$ cat src/output_divider_delay_pkg.sv
// Package with the register map, field layout and carrier types of the output configuration bank.
package output_divider_delay_pkg;

	localparam logic [7:0] ADDR_DIV_HIGH_NIBBLE = 8'h50;
	localparam logic [7:0] ADDR_DIV_MID_BYTE    = 8'h51;
	localparam logic [7:0] ADDR_DIV_LOW_BYTE    = 8'h52;
	localparam logic [7:0] ADDR_PHASE_STRENGTH  = 8'h53;
	localparam logic [7:0] ADDR_OUTPUT_DELAY    = 8'h54;
	localparam logic [7:0] ADDR_DRIVER_STANDARD = 8'h55;
	localparam logic [7:0] ADDR_DIV_TOP_FINE    = 8'h57;

	localparam logic [7:0] MASK_DIV_HIGH_NIBBLE = 8'h0F;
	localparam logic [7:0] MASK_FULL_BYTE       = 8'hFF;
	localparam logic [7:0] MASK_PHASE_STRENGTH  = 8'hC7;
	localparam logic [7:0] MASK_DRIVER_STANDARD = 8'h07;
	localparam logic [7:0] MASK_DIV_TOP_FINE    = 8'hD0;

	localparam logic [7:0] RESET_VALUE          = 8'h00;
	localparam logic [7:0] READ_UNMAPPED        = 8'h00;

	localparam logic [2:0] FINE_STEPS_MAX       = 3'h4;
	localparam int         FINE_STEP_PS         = 30;

	// Bit positions inside the assembled divider value.
	localparam int         DIV_TOP_MSB          = 29;
	localparam int         DIV_TOP_LSB          = 28;
	localparam int         DIV_NIBBLE_MSB       = 19;
	localparam int         DIV_NIBBLE_LSB       = 16;
	localparam int         DIV_MID_MSB          = 15;
	localparam int         DIV_MID_LSB          = 8;
	localparam int         DIV_LOW_MSB          = 7;
	localparam int         DIV_LOW_LSB          = 0;

	// Bit positions of the fields inside their registers.
	localparam int         TOP_FIELD_MSB        = 7;
	localparam int         TOP_FIELD_LSB        = 6;
	localparam int         NIBBLE_FIELD_MSB     = 3;
	localparam int         NIBBLE_FIELD_LSB     = 0;
	localparam int         FINE_EXT_BIT         = 4;
	localparam int         FINE_BASE_MSB        = 7;
	localparam int         FINE_BASE_LSB        = 6;
	localparam int         COARSE_MSB           = 5;
	localparam int         COARSE_LSB           = 0;
	localparam int         SUPPLY_MSB           = 4;
	localparam int         SUPPLY_LSB           = 3;
	localparam int         PHASE_SEL_MSB        = 7;
	localparam int         PHASE_SEL_LSB        = 6;
	localparam int         STRENGTH_MSB         = 2;
	localparam int         STRENGTH_LSB         = 0;
	localparam int         DRV_STD_MSB          = 2;
	localparam int         DRV_STD_LSB          = 0;

	// Phase selection codes and pin source encodings.
	localparam logic [1:0] PHASE_TRUE_COMP      = 2'h0;
	localparam logic [1:0] PHASE_TRUE_BOTH      = 2'h1;
	localparam logic       SOURCE_TRUE          = 1'h0;
	localparam logic       SOURCE_COMP          = 1'h1;

	typedef enum logic [2:0] {
		DRV_LVDS         = 3'h0,
		DRV_LVPECL_CM    = 3'h1,
		DRV_CML          = 3'h2,
		DRV_HCSL         = 3'h3,
		DRV_LVDS_BOOST   = 3'h4,
		DRV_LVPECL_NO_CM = 3'h5
	} driver_standard_t;

	typedef enum logic [1:0] {
		SUPPLY_1V8 = 2'h0,
		SUPPLY_2V5 = 2'h1,
		SUPPLY_3V3 = 2'h2
	} supply_level_t;

	typedef struct packed {
		logic       wr_en;
		logic       rd_en;
		logic [7:0] addr;
		logic [7:0] wr_data;
	} reg_req_t;

	typedef struct packed {
		logic       rd_valid;
		logic [7:0] rd_data;
	} reg_rsp_t;

	typedef struct packed {
		logic [29:0] output_divider;
		logic [5:0]  coarse_delay;
		logic [2:0]  fine_delay_steps;
		logic        out_pin_p_source;
		logic        out_pin_n_source;
		logic [2:0]  drive_strength;
		logic [2:0]  driver_standard;
		logic [1:0]  supply_level_select;
	} output_cfg_t;

endpackage

$ cat src/output_divider_delay_config.sv
// Register bank holding the divider, delay and driver configuration of one clock output.
// Notes on behaviour
// RQ1 - Divider bits 19:16, 15:8, 7:0 from three registers.
// RQ2 - Divider bits 29:28 from top bits of 57h.
// RQ3 - Phase select routes true or complement to pins.
// RQ4 - Software should program single-ended strength to seven.
// RQ5 - Coarse delay counts zero to 63 VCO periods.
// RQ6 - Two-bit fine delay adds zero to three steps.
// RQ7 - Extra bit in 57h extends fine delay to four.
// RQ8 - Three-bit code selects the output driver standard.
// RQ9 - Software declares supply level as 1.8/2.5/3.3 V.
// RQ10 - All fields read back and reset to zero.
`timescale 1ns/1ns
module output_divider_delay_config (
	input  wire logic                                  ref_clk,
	input  wire logic                                  reset,
	input  wire logic                                  clk_en,
	input  wire output_divider_delay_pkg::reg_req_t    reg_req,
	output      output_divider_delay_pkg::reg_rsp_t    reg_rsp,
	output      output_divider_delay_pkg::output_cfg_t output_cfg
);

	typedef enum {
		REG_HIGH_NIBBLE,
		REG_MID_BYTE,
		REG_LOW_BYTE,
		REG_PHASE_STRENGTH,
		REG_OUTPUT_DELAY,
		REG_DRIVER_STANDARD,
		REG_TOP_FINE,
		REG_COUNT
	} reg_index_t;

	logic [7:0] regs_q [REG_COUNT];
	logic [7:0] regs_d [REG_COUNT];
	output_divider_delay_pkg::reg_rsp_t    rsp_q;
	output_divider_delay_pkg::reg_rsp_t    rsp_d;
	output_divider_delay_pkg::output_cfg_t cfg_q;
	output_divider_delay_pkg::output_cfg_t cfg_d;
	// One decoded index serves the write and the read path alike.
	int                                    req_index;
	logic                                  wr_hit;
	logic                                  rd_hit;

	// Address decode is used by both the write and the read path.
	function automatic int decode_index(input logic [7:0] addr);
		if (addr == output_divider_delay_pkg::ADDR_DIV_HIGH_NIBBLE) begin
			return REG_HIGH_NIBBLE;
		end else if (addr == output_divider_delay_pkg::ADDR_DIV_MID_BYTE) begin
			return REG_MID_BYTE;
		end else if (addr == output_divider_delay_pkg::ADDR_DIV_LOW_BYTE) begin
			return REG_LOW_BYTE;
		end else if (addr == output_divider_delay_pkg::ADDR_PHASE_STRENGTH) begin
			return REG_PHASE_STRENGTH;
		end else if (addr == output_divider_delay_pkg::ADDR_OUTPUT_DELAY) begin
			return REG_OUTPUT_DELAY;
		end else if (addr == output_divider_delay_pkg::ADDR_DRIVER_STANDARD) begin
			return REG_DRIVER_STANDARD;
		end else if (addr == output_divider_delay_pkg::ADDR_DIV_TOP_FINE) begin
			return REG_TOP_FINE;
		end else begin
			return REG_COUNT;
		end
	endfunction

	// Bits with no documented meaning are not stored, so they always read back as zero.
	function automatic logic [7:0] field_mask(input int idx);
		case (idx)
			REG_HIGH_NIBBLE:     return output_divider_delay_pkg::MASK_DIV_HIGH_NIBBLE;
			REG_PHASE_STRENGTH:  return output_divider_delay_pkg::MASK_PHASE_STRENGTH;
			REG_DRIVER_STANDARD: return output_divider_delay_pkg::MASK_DRIVER_STANDARD;
			REG_TOP_FINE:        return output_divider_delay_pkg::MASK_DIV_TOP_FINE;
			default:             return output_divider_delay_pkg::MASK_FULL_BYTE;
		endcase
	endfunction

	// Writes to an address outside the map are dropped, so they can never disturb a stored field.
	always_comb begin
		int idx;
		idx = decode_index(reg_req.addr);
		req_index = idx;
		wr_hit = reg_req.wr_en && (idx != REG_COUNT);
		rd_hit = reg_req.rd_en && (idx != REG_COUNT);
	end

	always_comb begin
		for (int i = 0; i < REG_COUNT; i++) begin
			regs_d[i] = regs_q[i];
		end
		if (wr_hit) begin
			regs_d[req_index] = reg_req.wr_data & field_mask(req_index); // [RQ10]
		end
	end

	// The read takes the stored byte before this cycle's write, so a same-cycle write does not leak through.
	always_comb begin
		rsp_d.rd_valid = reg_req.rd_en;
		if (rd_hit) begin
			rsp_d.rd_data = regs_q[req_index]; // [RQ10]
		end else if (reg_req.rd_en) begin
			rsp_d.rd_data = output_divider_delay_pkg::READ_UNMAPPED;
		end else begin
			rsp_d.rd_data = rsp_q.rd_data;
		end
	end

	// Divider bits with no source register stay zero, so no stale high bits can reach the divider.
	function automatic logic [29:0] assemble_divider(
		input logic [7:0] top_byte,
		input logic [7:0] nibble_byte,
		input logic [7:0] mid_byte,
		input logic [7:0] low_byte
	);
		logic [29:0] value;
		value = '0;
		value[output_divider_delay_pkg::DIV_TOP_MSB:output_divider_delay_pkg::DIV_TOP_LSB] =
			top_byte[output_divider_delay_pkg::TOP_FIELD_MSB:output_divider_delay_pkg::TOP_FIELD_LSB]; // [RQ2]
		value[output_divider_delay_pkg::DIV_NIBBLE_MSB:output_divider_delay_pkg::DIV_NIBBLE_LSB] =
			nibble_byte[output_divider_delay_pkg::NIBBLE_FIELD_MSB:output_divider_delay_pkg::NIBBLE_FIELD_LSB]; // [RQ1]
		value[output_divider_delay_pkg::DIV_MID_MSB:output_divider_delay_pkg::DIV_MID_LSB] = mid_byte; // [RQ1]
		value[output_divider_delay_pkg::DIV_LOW_MSB:output_divider_delay_pkg::DIV_LOW_LSB] = low_byte; // [RQ1]
		return value;
	endfunction

	// Codes above four have no step count of their own, so they saturate at the longest delay.
	function automatic logic [2:0] saturate_fine(
		input logic       ext_bit,
		input logic [1:0] base_code
	);
		logic [2:0] code;
		code = {ext_bit, base_code};
		if (code > output_divider_delay_pkg::FINE_STEPS_MAX) begin
			return output_divider_delay_pkg::FINE_STEPS_MAX; // [RQ7]
		end else begin
			return code; // [RQ6]
		end
	endfunction

	// Bit one of the result feeds the P pin and bit zero the N pin.
	function automatic logic [1:0] route_phase(input logic [1:0] sel);
		logic [1:0] sources;
		case (sel)
			output_divider_delay_pkg::PHASE_TRUE_COMP: begin
				sources = {output_divider_delay_pkg::SOURCE_TRUE, output_divider_delay_pkg::SOURCE_COMP}; // [RQ3]
			end
			output_divider_delay_pkg::PHASE_TRUE_BOTH: begin
				sources = {output_divider_delay_pkg::SOURCE_TRUE, output_divider_delay_pkg::SOURCE_TRUE}; // [RQ3]
			end
			default: begin
				sources = {output_divider_delay_pkg::SOURCE_COMP, output_divider_delay_pkg::SOURCE_COMP}; // [RQ3]
			end
		endcase
		return sources;
	endfunction

	// Outputs follow the next register values, so a write shows on the outputs at the same edge that stores it.
	always_comb begin
		logic [1:0] pin_sources;
		pin_sources = route_phase(
			regs_d[REG_PHASE_STRENGTH][output_divider_delay_pkg::PHASE_SEL_MSB:output_divider_delay_pkg::PHASE_SEL_LSB]);
		cfg_d.output_divider = assemble_divider( // [RQ1] [RQ2]
			regs_d[REG_TOP_FINE],
			regs_d[REG_HIGH_NIBBLE],
			regs_d[REG_MID_BYTE],
			regs_d[REG_LOW_BYTE]);
		cfg_d.coarse_delay = // [RQ5]
			regs_d[REG_OUTPUT_DELAY][output_divider_delay_pkg::COARSE_MSB:output_divider_delay_pkg::COARSE_LSB];
		cfg_d.fine_delay_steps = saturate_fine( // [RQ6] [RQ7]
			regs_d[REG_TOP_FINE][output_divider_delay_pkg::FINE_EXT_BIT],
			regs_d[REG_OUTPUT_DELAY][output_divider_delay_pkg::FINE_BASE_MSB:output_divider_delay_pkg::FINE_BASE_LSB]);
		cfg_d.out_pin_p_source = pin_sources[1]; // [RQ3]
		cfg_d.out_pin_n_source = pin_sources[0]; // [RQ3]
		// Strength is passed through as written; choosing seven is left to software.
		cfg_d.drive_strength =
			regs_d[REG_PHASE_STRENGTH][output_divider_delay_pkg::STRENGTH_MSB:output_divider_delay_pkg::STRENGTH_LSB];
		cfg_d.driver_standard = // [RQ8]
			regs_d[REG_DRIVER_STANDARD][output_divider_delay_pkg::DRV_STD_MSB:output_divider_delay_pkg::DRV_STD_LSB];
		// The supply bits share the delay byte with the coarse delay, so both follow one stored byte.
		cfg_d.supply_level_select = // [RQ9]
			regs_d[REG_OUTPUT_DELAY][output_divider_delay_pkg::SUPPLY_MSB:output_divider_delay_pkg::SUPPLY_LSB];
	end

	// Stored register bytes.
	always_ff @(posedge ref_clk or posedge reset) begin
		if (reset) begin
			for (int i = 0; i < REG_COUNT; i++) begin
				regs_q[i] <= output_divider_delay_pkg::RESET_VALUE; // [RQ10]
			end
		end else if (clk_en) begin
			for (int i = 0; i < REG_COUNT; i++) begin
				regs_q[i] <= regs_d[i];
			end
		end
	end

	// Read response; it freezes with the clock enable, so a pulse can last longer while enable is low.
	always_ff @(posedge ref_clk or posedge reset) begin
		if (reset) begin
			rsp_q <= '0;
		end else if (clk_en) begin
			rsp_q <= rsp_d;
		end
	end

	// Registered configuration outputs.
	always_ff @(posedge ref_clk or posedge reset) begin
		if (reset) begin
			cfg_q <= '0;
		end else if (clk_en) begin
			cfg_q <= cfg_d;
		end
	end

	assign reg_rsp = rsp_q;
	assign output_cfg = cfg_q;

endmodule // output_divider_delay_config

$ cat config.mk
export PLATFORM = sky130hd
export DESIGN_NAME = output_divider_delay_config
export DESIGN_NICKNAME = d
export VERILOG_FILES = /design/src/output_divider_delay_pkg.sv /design/src/output_divider_delay_config.sv
export SDC_FILE = /design/constraint.sdc
export NUM_CORES = 1
export LEC_CHECK = 0
export ABC_CLOCK_PERIOD_IN_PS = 1700
export BUFFER_PORTS_ARGS = -buffer_cell sky130_fd_sc_hd__buf_2
export CAP_MARGIN = 20
export CORE_ASPECT_RATIO = 1.2
export CORE_MARGIN = 1.5
export CORE_UTILIZATION = 50
export DETAILED_ROUTE_END_ITERATION = 16
export GPL_ROUTABILITY_DRIVEN = 0
export PLACE_DENSITY_LB_ADDON = 0.05
export RECOVER_POWER = 100
export SLEW_MARGIN = 15
export SYNTH_ARGS = -nofsm -noshare
export SYNTH_HDL_FRONTEND = slang
export SYNTH_SLANG_ARGS = --single-unit
$ cat constraint.sdc
create_clock -name ref_clk -period 1.7 [get_ports ref_clk]
set_input_delay 0.17 -clock ref_clk [delete_from_list [all_inputs] [get_ports ref_clk]]
set_output_delay 0.17 -clock ref_clk [all_outputs]
set_load 0.005 [all_outputs]
==> metrics.cfg, run 1 <==
[synthesis]
synth-edff-count=0
syn_inst=348
synth_compound_area_frac=0.124
synthArstFlopShare=1.00
synth_cell_types=49
netlist_area_um2=3800
ys.flop_type=dfrtp_1
yosys.area_share.simple=0.137
synth.area.mux_share=0.154
synth_top_family_by_area=multiplexers
synth_seq_cells=69
synth-xor-area-share=0.00691
synth_fa_ha_area_frac=0
synth_warnings=0
yosysSeqAreaShare=0.454
syn_avg_cell_area_um2=10.9

[critical_path]
cp.required_ns=1.98
startpoint_type=input port
critPathKind=in -> reg
rrSetupSlack_ns=0.27
timing.rr.end=reg_rsp[1]
end_kind=flip-flop
reg2reg_depth=4
worstPathMaxFanout=4
cp.arrival_ns=2.01
reg2reg_from=regs_q[41]

[floorplanning]
initial_core_util=0.520
io_pins=79
num_rows=34
fp.dieW_um=82.6
fp.dieArea_um2=8140
core_um2=7320
die_h_um=98.6

[sta]
fin_ws_ns=-0.0253
tightest_slew_ns=1.08
min_period_over_period=1.01
finClkSkew_ns=0.00709
period_needed_ns=1.73
max_freq_mhz=580
finalSetupViolations=1
timing_hold_violations_final=0
setup_tns_ns=-0.0253
fin_hold_ws_ns=0.106
slew_headroom=0.276
finalMaxSlewViolations=0
rsz0062_at_grt=no

[worst_hold_path]
hold_depth=2
worstHoldEndpoint=output_cfg[38]
hold_path_class=in -> reg
min_from=reg_req[3]

[route]
via_per_inst=5.49
wl_per_cell_um=19.0
met1_length_mm=4.25
wl_met2_mm=4.94
totalWireLength_mm=9.83
num_vias=2842
top_layer=met4
drt_pass1_iterations=4
drt_iter0_drc=131
wl_met3_um=373
drcViolationCount=0
ant_nets=0

[power]
p_leak_nw=2.20
p_per_area_nw_per_um2=775
ir_worst_vdd_v=0.000416
p_total_mw=3.42

[grt]
grt_pass1_wl_mm=15.1
grt_overflow=0
grt_pass1_vias=2835
antenna_found_initial=0
grtUsageTotal=0.257
grt_max_degree=25

[cells_and_area]
mostFrequentLayoutCell=dfrtp_1
multiInputGateArea_um2=1640
fin_cells=518
area_growth_syn_to_layout_pct=16.2
drive_above_1_share=0.360
num-nets-final=444
nFillCells=688
antenna_cells=0
final_cell_mix=dfrtp_1, buf_2, buf_4, mux2_2, clkbuf_1
layout.area.seq_um2=1730

[clock_network]
cts_num_sinks=69
clk_pin_slew_ns=0.08
post_cts_buffers=0
cts_buffers=9
cts-htree-levels=3
clk_latency_ns=0.34
cts_buffer_depth=2
root_buffer=clkbuf_8
cts_tree=done

[placement]
hpwl_mm=7.44
dp.cells=501
portBuffers=70

[outcome]
outcome=finished, violations left
violations=negative setup slack

[job]
drv_cap=0

## flip-flops by register name, indices dropped and copies added (netlist names)
name / cells
regs_q: 53
reg_rsp: 9
output_cfg: 7
## layer usage
layer,up-vias,global-route usage
met4,0,0.0987
met1,1393,0.329
li1,1339,-
met2,93,0.421
met5,-,0
met3,17,0.0509
## area by class of cell
type,instances,share of cell area
tap,90,0.0255
inverter,7,0.00623
clock buffer,12,0.0328
clock inverter,4,0.0108
sequential,69,0.391
timing repair buffer,123,0.164
multi-input combinational,213,0.370
## per-stage QoR
| stage | cell area [um^2] | setup slack [ns] | util |
|---|---|---|---|
| CTS | 4540 | 0.0105 | 0.620 |
| global placement | 4330 | -0.501 | 0.591 |
| global route | 4420 | 0.00376 | 0.604 |
| floorplan | 3890 | -0.299 | - |
| finish | 4420 | -0.0253 | 0.604 |
| detailed placement | 4330 | -0.442 | 0.591 |
## repair_timing
action / in CTS / in global routing
hold endpoints to repair: 21 / 0
setup endpoints to repair: 8 / 18
gates resized for setup: 1 / 4
hold buffers: 1 / 0
## how the worst max path moves through the flow
stage / from / endpoint / slack (ns)
detailed placement: reg_req[13] / regs_q[6] / -0.44
global route: reset / regs_q[21] / 0.004
finish: reg_req[13] / reg_rsp[5] / -0.03
global placement: reg_req[13] / regs_q[6] / -0.50
CTS: reg_req[13] / regs_q[34] / 0.01
floorplan: reg_req[13] / output_cfg[26] / -0.30
## worst max-delay path, cell delays in order
cell      delay [ns]
buf_2           0.09
or3b_1          0.45
clkbuf_1        0.16
clkbuf_2        0.14
nor3_2          0.22
clkbuf_1        0.22
a21boi_0        0.34
a32o_1          0.21
## report_power, final
group	leakage (nW)	internal [mW]	switching (mW)	total [mW]
clock	0.0964	0.714	0.606	1.32
combinational	1.15	0.174	0.228	0.401
sequential	0.952	1.67	0.0279	1.70
## cell families after synthesis
kind of cell / after synthesis
compound gates: 66
buf+inv: 73
simple gates: 86
mux: 50
xor+xnor: 3
flops: 69
other cells: 1
## cells in the mapped netlist (all sizes together), types with 2 or more instances
library cell,n,area share
o22ai,4,0.0066
a32oi,4,0.0092
mux2,42,0.13
clkbuf,13,0.013
buf,53,0.10
o21ai,10,0.013
dfrtp,69,0.45
nand2b,8,0.013
inv,7,0.0069
and4bb,2,0.0066
or2,3,0.0049
o21a,4,0.0079
o31a,2,0.0046
nor4,3,0.0049
a211o,3,0.0069
a21boi,5,0.0099
mux2i,8,0.021
nor3,14,0.020
nor2,4,0.0039
or3,4,0.0066
nand3,3,0.0039
nand2,8,0.0079
a21oi,8,0.011
and2,5,0.0082
nor2b,25,0.041
xor2,2,0.0046
a31oi,3,0.0049
o211ai,7,0.014
o2bb2ai,2,0.0046
or4,4,0.0099
a32o,4,0.011
a211oi,5,0.0099
Power figures use the tool's default switching activity.
==> inputs of run 2 (changes only) <==
- CORE_MARGIN: 1.5 -> 2
==> metrics.cfg, run 2 (synthesis gave the netlist of run 1 again) <==
[power]
p_clk_frac=0.395  ; +0.009
p_total_mw=3.50  ; +2.2%
p_comb_frac=0.118  ; about the same
p_per_area_nw_per_um2=784  ; +1.2%
p_seq_frac=0.487  ; -0.010
internal-power_mw=2.64  ; +3.0%
p_sw_mw=0.859  ; -0.31%
p_leak_nw=2.22  ; +1.3%
ir_worst_vdd_v=0.000415  ; -0.33%
swShare=0.246  ; -0.00612

[critical_path]
critPathKind=in -> reg
startpoint_type=input port
reg2reg_depth=4  ; unchanged
cp.required_ns=1.93  ; -0.05 ns
critPathLaunch=reg_req[13]
crit_end=output_cfg[26]
worstPathMaxFanout=8  ; +4
rrSetupSlack_ns=0.31  ; +0.04 ns
timing.rr.end=reg_rsp[1]
reg2reg_from=regs_q[41]
cp.arrival_ns=1.89  ; -0.12 ns
end_kind=flip-flop

[route]
drt_pass1_iterations=4  ; unchanged
wl_per_cell_um=19.4  ; +2.2%
met1_length_mm=4.31  ; +1.5%
via_per_inst=5.57  ; +1.5%
wl_met3_um=407  ; +9.1%
drt_iter0_drc=161  ; +23%
wl_met2_mm=4.96  ; +0.28%
drcViolationCount=0  ; unchanged
totalWireLength_mm=10.0  ; +2.0%
num_vias=2878  ; +1.3%
ant_nets=0  ; unchanged
top_layer=met4

[cells_and_area]
antenna_cells=0  ; unchanged
largest_register=regs_q
fin_cells=517  ; -0.19%
num-nets-final=445  ; +0.23%
area_growth_syn_to_layout_pct=17.3
largest_reg_flops=53  ; unchanged
drive_above_1_share=0.377  ; +0.0172
final_cell_mix=dfrtp_1, buf_2, buf_4, mux2_2, clkbuf_1
mostFrequentLayoutCell=dfrtp_1
nFillCells=676  ; -1.7%

[sta]
finalMaxSlewViolations=0  ; unchanged
period_needed_ns=1.67  ; -0.0598 ns
tightest_slew_ns=0.853  ; -0.228 ns
timing_hold_violations_final=0  ; unchanged
min_period_over_period=0.980  ; -0.0352
finalSetupViolations=0  ; -1
max_freq_mhz=600  ; +3.6%
slew_headroom=0.428  ; +0.153
rsz0062_at_grt=no
finClkSkew_ns=0.00599  ; -0.00110 ns

[clock_network]
cts_num_sinks=69  ; unchanged
cts_tree=done
root_buffer=clkbuf_8
clk_latency_ns=0.34  ; about the same
post_cts_buffers=0  ; unchanged
cts_buffer_depth=2  ; unchanged
cts_buffers=9  ; unchanged
cts-htree-levels=3  ; unchanged
clk_pin_slew_ns=0.07  ; about the same

[grt]
grt_pass1_wl_mm=15.7  ; +4.4%
grt_overflow=0  ; unchanged
antenna_found_initial=0  ; unchanged
grt_max_degree=26  ; +4.0%
grtUsageTotal=0.248  ; -0.00822
grt_pass1_vias=2889  ; +1.9%

[floorplanning]
num_rows=34  ; unchanged
fp.dieArea_um2=8330  ; +2.2%
initial_core_util=0.520  ; unchanged
fp.dieW_um=83.6  ; +1.2%
core_um2=7320  ; unchanged
io_pins=79  ; unchanged
die_h_um=99.6  ; +1.0%

[outcome]
outcome=complete, no violations

[worst_hold_path]
hold_depth=2  ; unchanged
hold_path_class=in -> reg

[placement]
hpwl_mm=7.52  ; +1.1%
portBuffers=70  ; unchanged
dp.cells=502  ; +0.20%

[job]
drv_cap=0  ; unchanged

-- run 2: cell type report --
cell class | instances | area, um^2 | area share
clock buffer | 13 | 169 | 0.0378
multi-input combinational | 213 | 1660 | 0.372
sequential | 69 | 1730 | 0.387
tap | 90 | 113 | 0.0252
clock inverter | 1 | 30.0 | 0.00673
inverter | 7 | 27.5 | 0.00617
timing repair buffer | 124 | 736 | 0.165
-- run 2: worst min path at each step --
stage	startpoint	end	slack, ns
final	reg_req[3]	output_cfg[38]	0.08
after global placement	reset	reg_rsp[7]	0.19
after CTS	reg_req[3]	output_cfg[38]	0.07
after global routing	reg_req[3]	output_cfg[38]	0.07
after detailed placement	reset	reg_rsp[7]	0.20
after floorplan	reg_req[6]	regs_q[30]	0.32
-- run 2: power groups by stage --
stage	clock network, mW	registers, mW	logic [mW]
after floorplan	0	1.73	0.264
after global placement	0	1.73	0.413
after detailed placement	0	1.73	0.418
after CTS	1.40	1.70	0.422
after global routing	1.48	1.71	0.451
final	1.38	1.70	0.413
-- run 2: metal layers --
layer  global-route usage  vias to the layer above
met5                    0                        -
met4                0.110                        0
met2                0.398                       83
met1                0.323                     1433
met3               0.0573                       22
li1                     -                     1340
-- run 2: stage by stage --
step                utilization  setup WS (ns)  hold WS (ns)  instance area, um^2  setup TNS (ns)
CTS                       0.620         0.0455        0.0715                 4540               0
floorplan                     -         -0.299         0.320                 3890           -8.43
detailed placement        0.591         -0.376         0.197                 4320          -13.76
global route              0.610       0.000915        0.0664                 4460               0
finish                    0.610         0.0346        0.0814                 4460               0
global placement          0.591         -0.392         0.195                 4320          -13.28
-- run 2: what timing repair did --
action                     4_1_cts  5_1_grt
hold buffers                     1        0
gates resized for setup          1        0
hold endpoints to repair        15        0
setup endpoints to repair        4        0
-- run 2: critical path, cell delays in order --
cell    delay, ns
buf_2        0.10
or3b_1       0.42
or2_1        0.30
or4_4        0.56
mux2_4       0.34
==> inputs of run 3 (changes only) <==
- ABC_CLOCK_PERIOD_IN_PS: 1700 -> 1600
- CORE_ASPECT_RATIO: 1.2 -> 0.8
- CORE_UTILIZATION: 50 -> 55
- GPL_TIMING_DRIVEN: default -> 0
- clock period: 1.7 -> 1.6 ns (I/O delays scaled with it)
==> metrics.cfg, run 3 (synthesis gave the netlist of run 1 again) <==
[outcome]
outcome=finished, violations left
violations=negative setup slack

[sta]
fin_hold_ws_ns=0.0778  ; -0.00360 ns
finalSetupViolations=11  ; +11
finClkSkew_ns=0.00860  ; +0.00261 ns
rsz0062_at_grt=yes
tightest_slew_ns=0.788  ; -0.0648 ns
max_freq_mhz=593
min_period_over_period=1.05
setup_tns_ns=-0.740  ; -0.740 ns
fin_ws_ns=-0.0871  ; -0.122 ns
period_needed_ns=1.69
finalMaxSlewViolations=0  ; unchanged
timing_hold_violations_final=0  ; unchanged
slew_headroom=0.474  ; +0.0452

[placement]
portBuffers=68  ; -2.9%
place_ws_ns=-0.790  ; -0.414 ns
dp.cells=511  ; +1.8%
hpwl_mm=7.06  ; -6.1%
placed_cell_area_um2=4360  ; +0.90%

[grt]
grtUsageTotal=0.275  ; +0.0270
antenna_found_initial=0  ; unchanged
grt_overflow=0  ; unchanged
grt_pass1_vias=2901  ; +0.42%
grt_pass1_wl_mm=15.8  ; +0.44%
grt_max_degree=37  ; +42%

[critical_path]
rrSetupSlack_ns=0.25  ; -0.06 ns
reg2reg_depth=3  ; -1
end_kind=flip-flop
reg2reg_from=regs_q[20]
critPathKind=in -> reg
timing.rr.end=reg_rsp[4]
startpoint_type=input port
worstPathMaxFanout=8  ; unchanged
cp.required_ns=1.84  ; -0.09 ns
cp.arrival_ns=1.93  ; +0.04 ns

[cells_and_area]
area_growth_syn_to_layout_pct=24.4
final_cell_mix=buf_2, dfrtp_1, buf_4, mux2_2, nor2b_1
num-nets-final=472  ; +6.1%
layout.area.seq_um2=1730  ; unchanged
multiInputGateArea_um2=1720  ; +3.6%
final_core_util=0.697  ; +0.0869
drive_above_1_share=0.484  ; +0.106
largest_reg_flops=53  ; unchanged
nFillCells=552  ; -18%
fin_cells=542  ; +4.8%
mostFrequentLayoutCell=buf_2
antenna_cells=0  ; unchanged
stdcell_area_um2=4730  ; +6.0%
largest_register=regs_q

[clock_network]
cts_buffers=9  ; unchanged
clk_latency_ns=0.36  ; +0.02 ns
cts_buffer_depth=2  ; unchanged
clk_pin_slew_ns=0.06  ; about the same
cts_tree=done
cts_num_sinks=69  ; unchanged
root_buffer=clkbuf_8
cts-htree-levels=3  ; unchanged

[power]
p_total_mw=3.49  ; -0.21%
p_per_area_nw_per_um2=738  ; -5.9%
p_leak_nw=2.49  ; +12%
ir_worst_vdd_v=0.000434  ; +4.6%

[route]
drt_iter0_drc=196  ; +22%
wl_per_cell_um=18.6  ; -4.1%
via_per_inst=5.62  ; +0.92%
totalWireLength_mm=10.1  ; +0.52%
drcViolationCount=0  ; unchanged
ant_nets=0  ; unchanged
drt_pass1_iterations=5  ; +1
num_vias=3045  ; +5.8%

[worst_hold_path]
min_from=reg_req[3]
hold_depth=2  ; unchanged
hold_path_class=in -> reg
worstHoldEndpoint=output_cfg[38]

[floorplanning]
initial_core_util=0.560  ; +0.0403
core_um2=6790  ; -7.2%
die_h_um=78.4  ; -21%
io_pins=79  ; unchanged
num_rows=27  ; -21%
fp.dieW_um=97.0  ; +16%
fp.dieArea_um2=7600  ; -8.7%

[job]
drv_cap=0  ; unchanged

==> run 3: metal layers <==
| metal | part of all wire | global-route usage |
|---|---|---|
| met1 | 0.45 | 0.386 |
| met2 | 0.45 | 0.413 |
| met3 | 0.084 | 0.0944 |
| met4 | 0.021 | 0.0718 |
| met5 | 0 | 0 |
==> run 3: worst max-delay path by stage <==
stage                            from              to  depth (start not counted)
final                     reg_req[13]      regs_q[36]                          6
after global routing      reg_req[13]      regs_q[38]                          6
after CTS                 reg_req[11]  output_cfg[34]                          7
after detailed placement   reg_req[9]       regs_q[7]                          6
after global placement    reg_req[11]      regs_q[50]                          7
after floorplan           reg_req[13]  output_cfg[26]                          7
==> run 3: cell type report <==
class | count | share of cell area
clock buffers | 13 | 0.0315
plain buffers | 63 | 0.0970
inverters | 7 | 0.00635
multi-input cells | 213 | 0.364
repair buffers | 88 | 0.111
well taps | 87 | 0.0230
clock inverters | 2 | 0.00212
flip-flops and latches | 69 | 0.365
==> run 3: power by group <==
part	total (mW)	internal, mW	switching, mW	leakage [nW]
clock	1.22	0.593	0.626	0.0833
combinational	0.462	0.207	0.254	1.46
sequential	1.81	1.78	0.0309	0.952
total	3.49	2.58	0.912	2.49
==> run 3: timing repair <==
item | CTS | global route
resized for setup | 21 | 14
setup buffers | 16 | 2
setup endpoints to repair | 57 | 54
endpoints found under the hold margin | 33 | 0
hold buffers | 1 | 0
pin swaps | 6 | 6
cloned | 0 | 0
==> run 3: critical path, cell delays in order <==
cell and delay [ns]:
buf_6 0.09, or3b_4 0.40, or2_4 0.28, or4_4 0.53
buf_12 0.17, mux2_4 0.29
